--- src/hw/tmr_regs.svh ---
// register map, field positions, status codes and bit timing of the master receiver
// assumes a 20 MHz core clock; included by the package and the design
`ifndef TMR_REGS_SVH
`define TMR_REGS_SVH
`define TMR_OFS_CTRL   2'h0
`define TMR_OFS_STATUS 2'h1
`define TMR_OFS_DATA   2'h2
`define TMR_CTL_FLAG   7
`define TMR_CTL_ACK    6
`define TMR_CTL_STA    5
`define TMR_CTL_STO    4
`define TMR_CTL_WCOL   3
`define TMR_CTL_EN     2
`define TMR_CTL_IE     0
`define TMR_RST_CTRL   8'h00
`define TMR_RST_STATUS 8'hf8
`define TMR_RST_DATA   8'hff
`define TMR_ST_START   8'h08
`define TMR_ST_RSTART  8'h10
`define TMR_ST_WA_ACK  8'h18
`define TMR_ST_WA_NACK 8'h20
`define TMR_ST_LOST    8'h38
`define TMR_ST_RA_ACK  8'h40
`define TMR_ST_RA_NACK 8'h48
`define TMR_ST_RX_ACK  8'h50
`define TMR_ST_RX_NACK 8'h58
`define TMR_CLK_NS     50
`define TMR_QUARTER_NS 2500
`define TMR_QUARTER_CYC (`TMR_QUARTER_NS / `TMR_CLK_NS)
`endif

--- src/hw/tmr_pkg.sv ---
// types of the master receiver: register request, engine states, whole state
// assumes tmr_regs.svh sits beside it
package tmr_pkg;
  `include "tmr_regs.svh"

  typedef struct packed {
    logic [1:0] addr;
    logic [7:0] wdata;
    logic       wr;
    logic       rd;
  } tmr_reg_req_t;

  typedef enum logic [2:0] {
    S_IDLE, S_WAIT_FREE, S_START, S_XFER, S_HOLD, S_STOP, S_LOST
  } tmr_state_t;

  typedef struct packed {
    logic       scl_s1;
    logic       scl_s2;
    logic       sda_s1;
    logic       sda_s2;
    logic       sda_prev;
    logic       busy;
    tmr_state_t st;
    logic [1:0] phase;
    logic [15:0] qcnt;
    logic [3:0] bitn;
    logic [7:0] shift;
    logic       tx;
    logic       rw;
    logic       ack_rx;
    logic       rep;
    logic       restart;
    logic       op_done_flag;
    logic       ack_enable;
    logic       start_request;
    logic       stop_request;
    logic       write_collision_flag;
    logic       iface_enable;
    logic       irq_enable;
    logic [7:0] status;
    logic [7:0] data;
    logic       scl_low;
    logic       sda_low;
    logic [7:0] rdata;
  } tmr_state_all_t;
endpackage

--- src/hw/tmr_master_rx.sv ---
// two-wire master receiver: start, read address, byte reception with ack/nack, stop
// assumes open-drain scl/sda resolved outside; pin inputs are asynchronous
//
// The placing of the registers and strobed register access were decided locally.
`timescale 1ns/1ps
`include "tmr_regs.svh"

module tmr_master_rx
  import tmr_pkg::*;
#(
  parameter int QUARTER_CYCLES = `TMR_QUARTER_CYC
) (
  input  wire logic         core_clk,
  input  wire logic         rst,
  input  wire tmr_reg_req_t reg_req,
  output logic [7:0]        reg_rdata,
  input  wire logic         scl_in,
  output logic              scl_out,
  output logic              scl_oe,
  input  wire logic         sda_in,
  output logic              sda_out,
  output logic              sda_oe
);

  if (QUARTER_CYCLES < 2 || QUARTER_CYCLES > 65535) begin : g_bad_quarter
    $error("QUARTER_CYCLES out of range");
  end

  localparam logic [15:0] QRELOAD = 16'(QUARTER_CYCLES - 1);

  tmr_state_all_t s;
  tmr_state_all_t n;
  logic           tick;
  logic           bit_val;

  function automatic logic [7:0] ctl_byte(input tmr_state_all_t v);
    logic [7:0] b;
    b = 8'h00;
    b[`TMR_CTL_FLAG] = v.op_done_flag;
    b[`TMR_CTL_ACK]  = v.ack_enable;
    b[`TMR_CTL_STA]  = v.start_request;
    b[`TMR_CTL_STO]  = v.stop_request;
    b[`TMR_CTL_WCOL] = v.write_collision_flag;
    b[`TMR_CTL_EN]   = v.iface_enable;
    b[`TMR_CTL_IE]   = v.irq_enable;
    return b;
  endfunction

  function automatic logic is_code(input logic [7:0] st, input logic [7:0] a, input logic [7:0] b);
    return (st == a) || (st == b);
  endfunction

  always_comb begin
    n = s;
    tick = 1'b0;
    n.scl_s1 = scl_in;
    n.scl_s2 = s.scl_s1;
    n.sda_s1 = sda_in;
    n.sda_s2 = s.sda_s1;
    n.sda_prev = s.sda_s2;
    n.rdata = 8'h00;
    bit_val = 1'b1;

    // any master's start marks the bus busy, a stop frees it
    if (s.scl_s2 && s.sda_prev && !s.sda_s2) begin
      n.busy = 1'b1;
    end
    if (s.scl_s2 && !s.sda_prev && s.sda_s2) begin
      n.busy = 1'b0;
    end

    if (reg_req.rd) begin
      case (reg_req.addr)
        `TMR_OFS_CTRL:   n.rdata = ctl_byte(s);
        `TMR_OFS_STATUS: n.rdata = {s.status[7:2], 2'b00};
        `TMR_OFS_DATA:   n.rdata = s.data;
        default:         n.rdata = 8'h00;
      endcase
    end

    if (reg_req.wr) begin
      case (reg_req.addr)
        `TMR_OFS_CTRL: begin
          if (reg_req.wdata[`TMR_CTL_FLAG]) begin
            n.op_done_flag = 1'b0;
          end
          n.ack_enable    = reg_req.wdata[`TMR_CTL_ACK];
          n.start_request = reg_req.wdata[`TMR_CTL_STA];
          n.stop_request  = reg_req.wdata[`TMR_CTL_STO];
          n.iface_enable  = reg_req.wdata[`TMR_CTL_EN];
          n.irq_enable    = reg_req.wdata[`TMR_CTL_IE];
        end
        `TMR_OFS_DATA: begin
          // the data register is only safe to load while the engine is parked
          if (s.op_done_flag) begin
            n.data = reg_req.wdata;
            n.write_collision_flag = 1'b0;
          end else begin
            n.write_collision_flag = 1'b1;
          end
        end
        default: ;
      endcase
    end

    // quarter-bit timebase; stalls in the high phase while a slave stretches scl
    if (s.qcnt != 16'h0000) begin
      n.qcnt = s.qcnt - 16'h0001;
    end else if (!(s.phase == 2'd2 && !s.scl_s2)) begin
      n.qcnt = QRELOAD;
      tick = 1'b1;
      n.phase = s.phase + 2'd1;
    end

    case (s.st)
      S_IDLE: begin
        n.scl_low = 1'b0;
        n.sda_low = 1'b0;
        if (s.iface_enable && s.start_request && !s.op_done_flag) begin
          n.st = S_WAIT_FREE;
          n.rep = 1'b0;
        end
      end
      S_WAIT_FREE: begin
        if (!s.busy) begin
          n.st = S_START;
        end
      end
      S_START: begin
        // works from an idle bus and, with scl low, as a repeated start
        if (tick) begin
          case (s.phase)
            2'd0: n.sda_low = 1'b0;
            2'd1: n.scl_low = 1'b0;
            2'd2: n.sda_low = 1'b1;
            default: begin
              n.scl_low = 1'b1;
              n.op_done_flag = 1'b1;
              n.status = s.rep ? `TMR_ST_RSTART : `TMR_ST_START;
              n.st = S_HOLD;
            end
          endcase
        end
      end
      S_XFER: begin
        if (s.bitn == 4'd8) begin
          bit_val = s.tx || !s.ack_enable;
        end else begin
          bit_val = !s.tx || s.shift[7];
        end
        if (tick) begin
          case (s.phase)
            2'd0: n.sda_low = !bit_val;
            2'd1: n.scl_low = 1'b0;
            2'd2: begin
              if (s.bitn == 4'd8) begin
                n.ack_rx = s.sda_s2;
              end else if (s.tx && bit_val && !s.sda_s2) begin
                n.sda_low = 1'b0;
                // pulling scl now cuts the winner's high phase short and, held until the flag clears, stretches its low phase; its receivers sampled on the rise
                n.scl_low = 1'b1;
                n.status = `TMR_ST_LOST;
                n.op_done_flag = 1'b1;
                n.st = S_LOST;
              end else begin
                n.shift = {s.shift[6:0], s.sda_s2};
              end
            end
            default: begin
              n.scl_low = 1'b1;
              if (s.bitn != 4'd8) begin
                n.bitn = s.bitn + 4'd1;
              end else begin
                n.op_done_flag = 1'b1;
                if (!s.tx) begin
                  n.data = s.shift;
                  n.status = s.ack_enable ? `TMR_ST_RX_ACK : `TMR_ST_RX_NACK;
                end else if (s.rw) begin
                  n.status = s.ack_rx ? `TMR_ST_RA_NACK : `TMR_ST_RA_ACK;
                end else begin
                  n.status = s.ack_rx ? `TMR_ST_WA_NACK : `TMR_ST_WA_ACK;
                end
                n.st = S_HOLD;
              end
            end
          endcase
        end
      end
      S_HOLD: begin
        n.scl_low = 1'b1;
        if (!s.op_done_flag) begin
          if (s.stop_request) begin
            n.st = S_STOP;
            n.restart = s.start_request;
          end else if (s.start_request) begin
            n.st = S_START;
            n.rep = 1'b1;
          end else if (is_code(s.status, `TMR_ST_START, `TMR_ST_RSTART)) begin
            n.st = S_XFER;
            n.tx = 1'b1;
            n.rw = s.data[0];
            n.shift = s.data;
            n.bitn = 4'd0;
          end else if (is_code(s.status, `TMR_ST_RA_ACK, `TMR_ST_RX_ACK)) begin
            n.st = S_XFER;
            n.tx = 1'b0;
            n.bitn = 4'd0;
          end
        end
      end
      S_STOP: begin
        if (tick) begin
          case (s.phase)
            2'd0: n.sda_low = 1'b1;
            2'd1: n.scl_low = 1'b0;
            2'd2: n.sda_low = 1'b0;
            default: begin
              n.stop_request = 1'b0;
              n.rep = 1'b0;
              n.st = s.restart ? S_WAIT_FREE : S_IDLE;
            end
          endcase
        end
      end
      S_LOST: begin
        // sda is let go at once; scl stays low like any parked state until the flag clears
        n.sda_low = 1'b0;
        n.scl_low = s.op_done_flag;
        if (!s.op_done_flag) begin
          n.rep = 1'b0;
          n.st = s.start_request ? S_WAIT_FREE : S_IDLE;
        end
      end
      default: n.st = S_IDLE;
    endcase

    if (!s.iface_enable) begin
      n.st = S_IDLE;
      n.scl_low = 1'b0;
      n.sda_low = 1'b0;
    end
    if (n.st != s.st) begin
      n.phase = 2'd0;
      n.qcnt = QRELOAD;
    end
  end

  always_ff @(posedge core_clk) begin
    if (rst) begin
      s <= '0;
      s.st <= S_IDLE;
      s.scl_s1 <= 1'b1;
      s.scl_s2 <= 1'b1;
      s.sda_s1 <= 1'b1;
      s.sda_s2 <= 1'b1;
      s.sda_prev <= 1'b1;
      s.status <= `TMR_RST_STATUS;
      s.data <= `TMR_RST_DATA;
    end else begin
      s <= n;
    end
  end

  assign reg_rdata = s.rdata;
  assign scl_out   = 1'b0;
  assign scl_oe    = s.scl_low;
  assign sda_out   = 1'b0;
  assign sda_oe    = s.sda_low;

endmodule

--- config.mk ---
export PLATFORM = sky130hd
export DESIGN_NAME = tmr_master_rx
export DESIGN_NICKNAME = d
export VERILOG_FILES = /design/src/hw/tmr_pkg.sv /design/src/hw/tmr_master_rx.sv
export VERILOG_INCLUDE_DIRS = /design/src /design/src/hw
export SDC_FILE = /design/constraint.sdc
export NUM_CORES = 1
export LEC_CHECK = 0
export ABC_CLOCK_PERIOD_IN_PS = 3300
export BUFFER_PORTS_ARGS = -buffer_cell sky130_fd_sc_hd__buf_2
export CAP_MARGIN = 0
export CORE_AREA = 5 5 90 134
export CTS_CLUSTER_DIAMETER = 200
export DETAILED_ROUTE_END_ITERATION = 10
export DIE_AREA = 0 0 95 139
export PLACE_DENSITY = 0.62
export SETUP_SLACK_MARGIN = 0.4
export SYNTH_ARGS = -nofsm -noshare
export SYNTH_HDL_FRONTEND = slang
export SYNTH_SLANG_ARGS = --single-unit
--- constraint.sdc ---
create_clock -name core_clk -period 3.3 [get_ports core_clk]
set_clock_uncertainty 0.05 [all_clocks]
set_input_delay 0.66 -clock core_clk [delete_from_list [all_inputs] [get_ports core_clk]]
set_output_delay 0.66 -clock core_clk [all_outputs]
set_load 0.02 [all_outputs]
# Word level (Yosys, flattened, before mapping)
# Cells that the tools add are included.
# totals
register_bits	77
latch_bits	0
ramBits	0
mem_bits_ro	0
input_bits	16
output_inout_bits	12
elab_cells	240
n_memories	0
# op_classes
addsub	3
multipliers	0
div_mod_pow	0
order_cmp	0
eq_ne	47
shifts	0
mux	103
bitwise_logic	7
reduce_logical	51
# op_table
op	n
2-to-1 mux 8 bit	15
2-to-1 mux 3 bit	17
2-to-1 mux 16 bit	3
2-to-1 mux 14 bit	3
inequality test 2 bit (second input constant)	21
one-hot mux 8 bit (2 select lines)	2
2-to-1 mux 1 bit	29
2-to-1 mux 4 bit	7
AND reduction 9 bit	3
one-hot mux 12 bit (2 select lines)	1
one-hot mux 8 bit (3 select lines)	1
AND reduction 8 bit	3
one-hot mux 3 bit (7 select lines)	1
2-to-1 mux 18 bit	1
equality test 8 x 7 -> 1 bit (second input constant)	2
nonzero test 16 bit	1
subtractor 16 x 1 -> 16 bit (second input constant)	1
2-to-1 mux 7 bit	2
OR reduction 2 bit	7
2-to-1 mux 12 bit	1
2-to-1 mux 2 bit	6
2-to-1 mux 6 bit	2
inequality test 3 x 2 -> 1 bit (second input constant)	4
inequality test 3 bit (second input constant)	4
33 further kinds	74

# Logic depth before layout (Yosys ltp)
# Gate-level depths: netlist (run 1).
# depth
ltp_word	14
depth_mapped	10
mapped_depth_nobuf	8

# Least setup slack after synthesis (run 1)
# No wires, ideal clock.
# synth_timing
path_kind	register to register
start	register s[66] in the netlist's numbering
end	register s[58] in the netlist's numbering
setup_time_ns	0.121
t_arrival_ns	2.158
t_required_ns	3.129
slack_ns	0.970
stages_incl_launch_ff	10
path_buffers	1
synth_period_minus_slack_ns	2.330
path_cell_list	dfxtp_1 -> inv_1 -> ha_1 -> or2_1 -> or4_1 -> a211oi_1 -> o2111ai_1 -> o211ai_2 -> buf_6 -> nor4_2
# synth_via
elab_chain_len	9
word_cells_on_any_way	19
cone_classes	eq/ne (4); mux (10); reduce/logical (5)
# synth_lines
element	line_no	text
start: declaration	tmr_master_rx.sv:31	tmr_state_all_t s;
start signal: assignment	tmr_master_rx.sv:260	s <= n;
equality test 2 bit	--	
logical AND 1 bit	tmr_master_rx.sv:109	end else if (!(s.phase == 2'd2 && !s.scl_s2)) begin
2-to-1 mux 1 bit	tmr_master_rx.sv:109	
2-to-1 mux 1 bit	tmr_master_rx.sv:107	if (s.qcnt != 16'h0000) begin
2-to-1 mux 3 bit (on tied branches)	tmr_master_rx.sv:212, tmr_master_rx.sv:131, tmr_master_rx.sv:151	
one-hot mux 3 bit (7 select lines)	tmr_master_rx.sv:115	case (s.st)
2-to-1 mux 3 bit	tmr_master_rx.sv:237	if (!s.iface_enable) begin
inequality test 3 bit	tmr_master_rx.sv:242	if (n.st != s.st) begin
OR reduction 2 bit (no source line)	--	
# Several ways; a longest one is shown, not always the timed one.
# A chain may end at the register's enable or synchronous reset.

# Worst setup path after layout (run 1)
# layout_timing
start	register s[68] in the netlist's numbering
end	register s[50] in the netlist's numbering
# layout_via
elab_chain_len	9
word_cells_on_any_way	29
cone_classes	eq/ne (8); mux (20); reduce/logical (1)
# layout_lines
element	line_no	text
2-to-1 mux 3 bit	tmr_master_rx.sv:204	end else if (is_code(s.status, `TMR_ST_RA_ACK, `TMR_ST_RX_ACK)) begin
2-to-1 mux 3 bit	tmr_master_rx.sv:198	end else if (is_code(s.status, `TMR_ST_START, `TMR_ST_RSTART)) begin
2-to-1 mux 3 bit	tmr_master_rx.sv:195	end else if (s.start_request) begin
2-to-1 mux 3 bit	tmr_master_rx.sv:192	if (s.stop_request) begin
2-to-1 mux 3 bit	tmr_master_rx.sv:191	if (!s.op_done_flag) begin
one-hot mux 3 bit (7 select lines)	tmr_master_rx.sv:115	
2-to-1 mux 3 bit	tmr_master_rx.sv:237	
inequality test 3 bit (*)	tmr_master_rx.sv:242	
inequality test 3 x 2 -> 1 bit (no source line) / 2-to-1 mux 6 bit (equally long branches)	--	
# Every way passes the cells marked *; elsewhere a longest branch is shown, timed or not.

==> flow_metrics.env, run 1 <==
export IMPL_run_status="finished, final reports clean"
export IMPL_detail_route_antenna_nets=0
export IMPL_timing_final_ws_setup_ps=572
export IMPL_cp_arrival_ps=2870
export IMPL_place_inst=646
export IMPL_design_die_area_um2=13200
export IMPL_critPathCaptureType="flop"
export IMPL_synth_most_common_cell="sky130_fd_sc_hd__dfxtp_1"
export IMPL_viasPerCell=5.86
export IMPL_synthToLayoutAreaGrowth_pct=10.2
export IMPL_cts_setup_buffers=0
export IMPL_yosysSeqAreaShare=0.335
export IMPL_vdd_drop_max_mv=0.294
export IMPL_h_tree_depth=3
export IMPL_use_met1=0.193
export IMPL_yosys_register_bits=74
export IMPL_wl_per_cell_um=17.5
export IMPL_globalRoute_busiestLayer="met2"
export IMPL_synthFlopType="sky130_fd_sc_hd__dfxtp_1"
export IMPL_first_global_vias=3818
export IMPL_maxSlewViolCount=0
export IMPL_synth_commonest_cells="sky130_fd_sc_hd__dfxtp_1 (74), sky130_fd_sc_hd__nor2_1 (63), sky130_fd_sc_hd__a21oi_1 (28)"
export IMPL_timing_critical_path_fanout_max=23
export IMPL_synthArstFlopShare=0
export IMPL_dp_worst_setup_slack_ps=479
export IMPL_power_share_clock=0.357
export IMPL_cap_violations=0
export IMPL_max_stage_delay_ps=810
export IMPL_num_vias=3881
export IMPL_die_w_um=95
export IMPL_total_switching_power_uw=944
export IMPL_setup_worst_path_class="flop to flop"
export IMPL_timing_setup_tns_ps=0
export IMPL_cts_hold_buf=0
export IMPL_yosys_area_top_type_share=0.335
export IMPL_critical_path_startpoint="s[68]$_SDFF_PP0_"
export IMPL_power_switching_fraction=0.337
export IMPL_floorplan_rows=47
export IMPL_comb_power_share=0.268
export IMPL_clkTransAtPathRegs_ps=60
export IMPL_layout_cell_area_non_filler_um2=4870
export IMPL_worstSetupStartpointType="flop"
export IMPL_detailedRoute_firstIterationViolations=257
export IMPL_timing_hold_violations_final=0
export IMPL_n_fill_cell=1073
export IMPL_synth_edf_count=0
export IMPL_cp_num_buf_inv=0
export IMPL_drc=0
export IMPL_count_of_cell_types_in_the_netlist=79
export IMPL_seq_area_um2=1480
export IMPL_globalplace_congestion=0.931
export IMPL_routed_wl_mm=11.6
export IMPL_p_per_area_nw_per_um2=576
export IMPL_synth_yosys_warnings=0
export IMPL_antenna_violations_before_repair=0
export IMPL_placedInstanceArea_um2=4540
export IMPL_power_leakage_nw=1.74
export IMPL_groute_layer_met2_usage=0.320
export IMPL_worst_hold_path_type="flop to flop"
export IMPL_num_io_pins=28
export IMPL_clock_fmax_mhz=367
export IMPL_cts_buffers=9
export IMPL_finalSetupViolations=0
export IMPL_initial_core_util=0.409
export IMPL_max_clock_path_buffers=2
export IMPL_share_of_cells_above_drive_strength_1=0.198
export IMPL_fp_coreArea_um2=10800
export IMPL_clock_root_buffer="sky130_fd_sc_hd__clkbuf_16"
export IMPL_groute_usage_overall=0.181
export IMPL_use_met3=0.0358
export IMPL_internal_power_mw=1.86
export IMPL_period_share=0.827
export IMPL_total_power_mw=2.80
export IMPL_grt_pass1_wl_mm=18.9
export IMPL_globalRouteOverflowTotal=0
export IMPL_seq_power_share=0.374
export IMPL_hold_path_startpoint="n[73]$_SDFF_PP1_"
export IMPL_synth_top_cell_by_area="sky130_fd_sc_hd__dfxtp_1"
export IMPL_place_hpwl_mm=8.33
export IMPL_clock_latency_at_the_later_pin_of_the_worst_skew_pair_ps=350
export IMPL_worst_path_dominant_cell_family="compound AO/OA/AOI/OAI gates"
export IMPL_cts_tree="built"
export IMPL_die_y_extent_um=139
export IMPL_cpMaxStageDelayCell="sky130_fd_sc_hd__dfxtp_1"
export IMPL_pin_count_of_the_biggest_net_entering_global_routing=36
export IMPL_period_minus_slack_ps=2730
export IMPL_path_common_cell="sky130_fd_sc_hd__nor2_1"
export IMPL_relSlewSlack=0.493
export IMPL_first_pass_iters=5
export IMPL_reg2reg_from="s[68]$_SDFF_PP0_"
export IMPL_finalNetCount=536
export IMPL_post_synth_cell_area_avg_um2=8.70
export IMPL_ys_top_cells_by_area="sky130_fd_sc_hd__dfxtp_1 (34%), sky130_fd_sc_hd__nor2_1 (5.3%), sky130_fd_sc_hd__mux2i_1 (5.2%)"
export IMPL_rsz0062_at_grt="false"
export IMPL_multi_input_comb_area_um2=2670
export IMPL_antenna_diode_count=0
export IMPL_post_synth_instance_area_um2=4420
export IMPL_non_filler_cells_in_the_finished_layout=662
export IMPL_crit_path_cell_trace="nand3b_1 > a211oi_1 > nor2_1 > o211a_2 > nor2_1 > a21oi_1"
export IMPL_worstPathRequired_ps=3450
export IMPL_number_of_instances_in_the_synthesized_netlist=508
export IMPL_portbufs=25
export IMPL_worst_pin_slew_ps=760
export IMPL_cts_sinks=74
layout make-up:
| type | count | share of cell area |
|---|---|---|
| Timing Repair Buffer | 33 | 0.0380 |
| Tap cell | 147 | 0.0378 |
| Inverter | 13 | 0.0100 |
| Multi-Input combinational cell | 379 | 0.548 |
| Clock buffer | 9 | 0.0462 |
| Clock inverter | 7 | 0.0159 |
| Sequential cell | 74 | 0.304 |
power groups by stage:
stage                     clock network [mW]  registers, mW  logic, mW
after floorplan                            0           1.05      0.618
after detailed placement                   0           1.07      0.746
after global routing                    1.06           1.06      0.832
final                                   1.00           1.05      0.753
after CTS                               1.02           1.05      0.749
after global placement                     0           1.06      0.738
metrics by stage:
step	hold WS, ps	util
after floorplan	339	-
after global placement	342	0.420
after detailed placement	347	0.420
after CTS	362	0.448
after global routing	389	0.450
final	358	0.450
state kept, by name, summed over array words and instances, names as in the netlist:
register,count
n,3
reg_rdata,8
s,61
scl_oe,1
sda_oe,1
worst register-to-register path: cells and delay by family (launching register included):
kind / cells / cell delay, ps
and+or+nand+nor: 3 / 810
DFF: 1 / 810
AOI/OAI and AO/OA: 3 / 910
worst paths after layout:
check	to	slack, ps	cells after the start
worst max-delay path	s[50]$_SDFFE_PP0P_	570	6
worst min-delay path	n[72]$_SDFF_PP1_	360	1
worst max register to register	s[50]$_SDFFE_PP0P_	570	6
worst min register to register	n[72]$_SDFF_PP1_	360	1
timing repair:
action                                  CTS  global route
endpoints found under the hold margin     0             0
resized for setup                         0             4
endpoints found under the setup margin    0            20
routing by layer:
metal	vias to the layer above	routed length, um
met5	-	0
met4	0	561
met3	46	474
met2	137	6010
met1	1838	4550
li1	1860	-
layout by cell type, fill, tap and decap left out, types with 11 or more instances in the layout:
cell type / count
sky130_fd_sc_hd__xnor2_1: 11
sky130_fd_sc_hd__nor4_2: 12
sky130_fd_sc_hd__mux2i_1: 23
sky130_fd_sc_hd__inv_1: 12
sky130_fd_sc_hd__o21ai_0: 13
sky130_fd_sc_hd__a21oi_1: 28
sky130_fd_sc_hd__a211oi_1: 13
sky130_fd_sc_hd__buf_2: 25
sky130_fd_sc_hd__nand2b_1: 18
sky130_fd_sc_hd__nand2_1: 19
sky130_fd_sc_hd__nor2_1: 63
sky130_fd_sc_hd__dfxtp_1: 73
sky130_fd_sc_hd__nor3_1: 20
cell families (layout without fill, tap and decap cells):
family	Yosys count	after routing	share of synthesized area
other	1	2	0.000848
AND/OR/NAND/NOR	212	212	0.290
adder cells (fa/ha/maj)	10	10	0.0300
AO/OA/AOI/OAI	111	111	0.179
flip-flops	74	74	0.335
XOR/XNOR	13	13	0.0258
buffers and inverters	56	62	0.0674
multiplexers	31	31	0.0725
Power figures use the tool's default switching activity.
==> run 2, diff against run 1 <==
--- a/config.mk
+++ b/config.mk
@@ -6,14 +6,14 @@
 export SDC_FILE = /design/constraint.sdc
 export NUM_CORES = 1
 export LEC_CHECK = 0
-export ABC_CLOCK_PERIOD_IN_PS = 3300
+export ABC_CLOCK_PERIOD_IN_PS = 2500
 export BUFFER_PORTS_ARGS = -buffer_cell sky130_fd_sc_hd__buf_2
 export CAP_MARGIN = 0
 export CORE_AREA = 5 5 90 134
 export CTS_CLUSTER_DIAMETER = 200
 export DETAILED_ROUTE_END_ITERATION = 10
 export DIE_AREA = 0 0 95 139
-export PLACE_DENSITY = 0.62
+export PLACE_DENSITY = 0.64
 export SETUP_SLACK_MARGIN = 0.4
 export SYNTH_ARGS = -nofsm -noshare
 export SYNTH_HDL_FRONTEND = slang
==> constraint.sdc (replaced) <==
create_clock -name core_clk -period 2.5 [get_ports core_clk]
set_clock_uncertainty 0.05 [all_clocks]
set_input_delay 0.5 -clock core_clk [delete_from_list [all_inputs] [get_ports core_clk]]
set_output_delay 0.5 -clock core_clk [all_outputs]
set_load 0.02 [all_outputs]
==> run 2 against run 1 <==
Total power increased by 56%. Setup slack got worse by 410 ps. Combinational power increased by 110%. Flip-flop and latch count unchanged. Clock-buffer cell count unchanged. Sequential share of layout area decreased by 5.8 points. Global-route usage increased by 2.3 points. First-iteration DRC count increased by 86%. Utilization increased by 11 points. Critical path depth increased by 4. Non-clock buffer count increased by 74.
==> flow_metrics.env, run 2 (same netlist as run 1, synthesis figures left out) <==
export IMPL_synthToLayoutAreaGrowth_pct=37.6
export IMPL_num_vias=4341
export IMPL_maxSlewViolCount=0
export IMPL_relSlewSlack=0.495
export IMPL_share_of_cells_above_drive_strength_1=0.398
export IMPL_vdd_drop_max_mv=0.682
export IMPL_routed_wl_mm=14.0
export IMPL_drc=0
export IMPL_cts_tree="built"
export IMPL_power_leakage_nw=2.25
export IMPL_worstPathRequired_ps=2700
export IMPL_period_minus_slack_ps=2340
export IMPL_antenna_diode_count=0
export IMPL_timing_hold_violations_final=0
export IMPL_globalplace_congestion=0.894
export IMPL_p_per_area_nw_per_um2=718
export IMPL_detailedRoute_firstIterationViolations=477
export IMPL_period_share=0.936
export IMPL_critical_path_startpoint="s[66]$_SDFFE_PP0P_"
export IMPL_r2r_worst_path_cells=10
export IMPL_largest_register_ff_count=61
export IMPL_clkTransAtPathRegs_ps=60
export IMPL_antenna_violations_before_repair=0
export IMPL_floorplan_rows=47
export IMPL_critPathCaptureType="flop"
export IMPL_reg2reg_from="s[66]$_SDFFE_PP0P_"
export IMPL_die_w_um=95
export IMPL_h_tree_depth=3
export IMPL_worst_hold_path_type="primary input to flop"
export IMPL_initial_core_util=0.409
export IMPL_run_status="finished, final reports clean"
export IMPL_design_die_area_um2=13200
export IMPL_cp_arrival_ps=2540
export IMPL_timing_setup_tns_ps=0
export IMPL_first_pass_iters=5
export IMPL_crit_path_end="s[56]$_SDFFE_PP0P_"
export IMPL_worst_pin_slew_ps=752
export IMPL_regToRegEndpoint="s[56]$_SDFFE_PP0P_"
export IMPL_globalRouteOverflowTotal=0
export IMPL_wl_per_cell_um=19.1
export IMPL_largest_register="s"
export IMPL_total_power_mw=4.37
export IMPL_mostFrequentLayoutCell="sky130_fd_sc_hd__dfxtp_1"
export IMPL_finalSetupViolations=0
export IMPL_max_clock_path_buffers=2
export IMPL_worstSetupStartpointType="flop"
export IMPL_setup_worst_path_class="flop to flop"
export IMPL_timing_critical_path_fanout_max=7
export IMPL_place_hpwl_mm=9.44
export IMPL_flop_to_flop_setup_slack_ps=160
export IMPL_groute_usage_overall=0.204
export IMPL_clock_root_buffer="sky130_fd_sc_hd__clkbuf_16"
export IMPL_viasPerCell=5.89
export IMPL_die_y_extent_um=139
export IMPL_first_global_vias=4198
export IMPL_finalNetCount=611
export IMPL_grt_pass1_wl_mm=21.1
export IMPL_hold_ws_ps=288
export IMPL_rsz0062_at_grt="true"
export IMPL_num_io_pins=28
export IMPL_clock_fmax_mhz=427
export IMPL_cap_violations=0
export IMPL_cts_buffers=9
export IMPL_n_fill_cell=944
export IMPL_portbufs=25
export IMPL_detail_route_antenna_nets=0
export IMPL_cts_sinks=74
export IMPL_pin_count_of_the_biggest_net_entering_global_routing=21
export IMPL_clock_latency_at_the_later_pin_of_the_worst_skew_pair_ps=340
export IMPL_cts_hold_buf=0
export IMPL_layout_cells_most_common_list="sky130_fd_sc_hd__dfxtp_1 (67), sky130_fd_sc_hd__buf_4 (57), sky130_fd_sc_hd__nor2_1 (56)"
export IMPL_fp_coreArea_um2=10800
-- run 2: cell count changes in the layout (fill, tap and decap cells not counted), moves of 7 or more --
| cell | previous run | this run |
|---|---|---|
| sky130_fd_sc_hd__a211oi_1 | 13 | 5 |
| sky130_fd_sc_hd__a211oi_2 | 2 | 10 |
| sky130_fd_sc_hd__buf_12 | 0 | 8 |
| sky130_fd_sc_hd__buf_4 | 8 | 57 |
| sky130_fd_sc_hd__buf_6 | 0 | 14 |
| sky130_fd_sc_hd__nor2_1 | 63 | 56 |
| sky130_fd_sc_hd__nor4_2 | 12 | 5 |
| sky130_fd_sc_hd__nor4_4 | 2 | 13 |
-- run 2: cell type report --
type / count / area (um2) / area share
Sequential cell: 74 / 1500 / 0.246
Inverter: 13 / 53.8 / 0.00884
Timing Repair Buffer: 107 / 928 / 0.153
Clock inverter: 7 / 81.3 / 0.0134
Multi-Input combinational cell: 380 / 3110 / 0.512
Tap cell: 147 / 184 / 0.0302
Clock buffer: 9 / 225 / 0.0370
-- run 2: power by group --
group | internal, mW | switching, mW | total, mW
clock network | 0.791 | 0.561 | 1.35
registers | 1.28 | 0.134 | 1.41
logic | 0.766 | 0.835 | 1.60
total | 2.84 | 1.53 | 4.37
-- run 2: how the worst min path moves through the flow --
stage | start | endpoint | slack [ps] | depth (start not counted)
detailed placement | n[75]$_SDFF_PP1_ | s[75]$_SDFF_PP1_ | 340 | 1
CTS | scl_in | n[75]$_SDFF_PP1_ | 280 | 2
global placement | n[73]$_SDFF_PP1_ | n[72]$_SDFF_PP1_ | 340 | 1
floorplan | n[73]$_SDFF_PP1_ | n[72]$_SDFF_PP1_ | 340 | 1
global route | scl_in | n[75]$_SDFF_PP1_ | 290 | 2
finish | scl_in | n[75]$_SDFF_PP1_ | 290 | 2
-- run 2: worst max-delay path, cell delays in order, from the launching register on --
cell and delay, ps:
sky130_fd_sc_hd__dfxtp_4 390, sky130_fd_sc_hd__inv_4 50, sky130_fd_sc_hd__ha_4 160, sky130_fd_sc_hd__buf_6 130
sky130_fd_sc_hd__nor4_4 310, sky130_fd_sc_hd__a211oi_2 110, sky130_fd_sc_hd__o311ai_2 330, sky130_fd_sc_hd__nand3_2 130
sky130_fd_sc_hd__buf_6 160, sky130_fd_sc_hd__buf_12 140, sky130_fd_sc_hd__nor4_2 270
-- run 2: stage by stage --
stage | setup WS, ps | std cells | area (um2) | util
2_1_floorplan | 293 | 509 | 4480 | -
3_3_place_gp | -41.3 | 679 | 4910 | 0.454
3_5_place_dp | 5.61 | 679 | 4910 | 0.454
4_1_cts | 213 | 719 | 5610 | 0.518
5_1_grt | 40.8 | 737 | 6080 | 0.562
6_report | 160 | 737 | 6080 | 0.562
-- run 2: timing repair --
| item | in CTS | in global routing |
|---|---|---|
| buffers inserted | 23 | 17 |
| gates resized for setup | 44 | 67 |
| pin swaps | 17 | 36 |
| cloned | 1 | 1 |
| setup endpoints to repair | 49 | 45 |
| hold endpoints to repair | 0 | 0 |
-- run 2: routing by layer --
metal,part of all wire,wire (um),GRT usage,vias up
li1,-,-,-,2013
met1,0.36,5080,0.214,2097
met2,0.54,7570,0.361,182
met3,0.052,728,0.0456,49
met4,0.047,662,0.119,0
met5,0,0,0,-
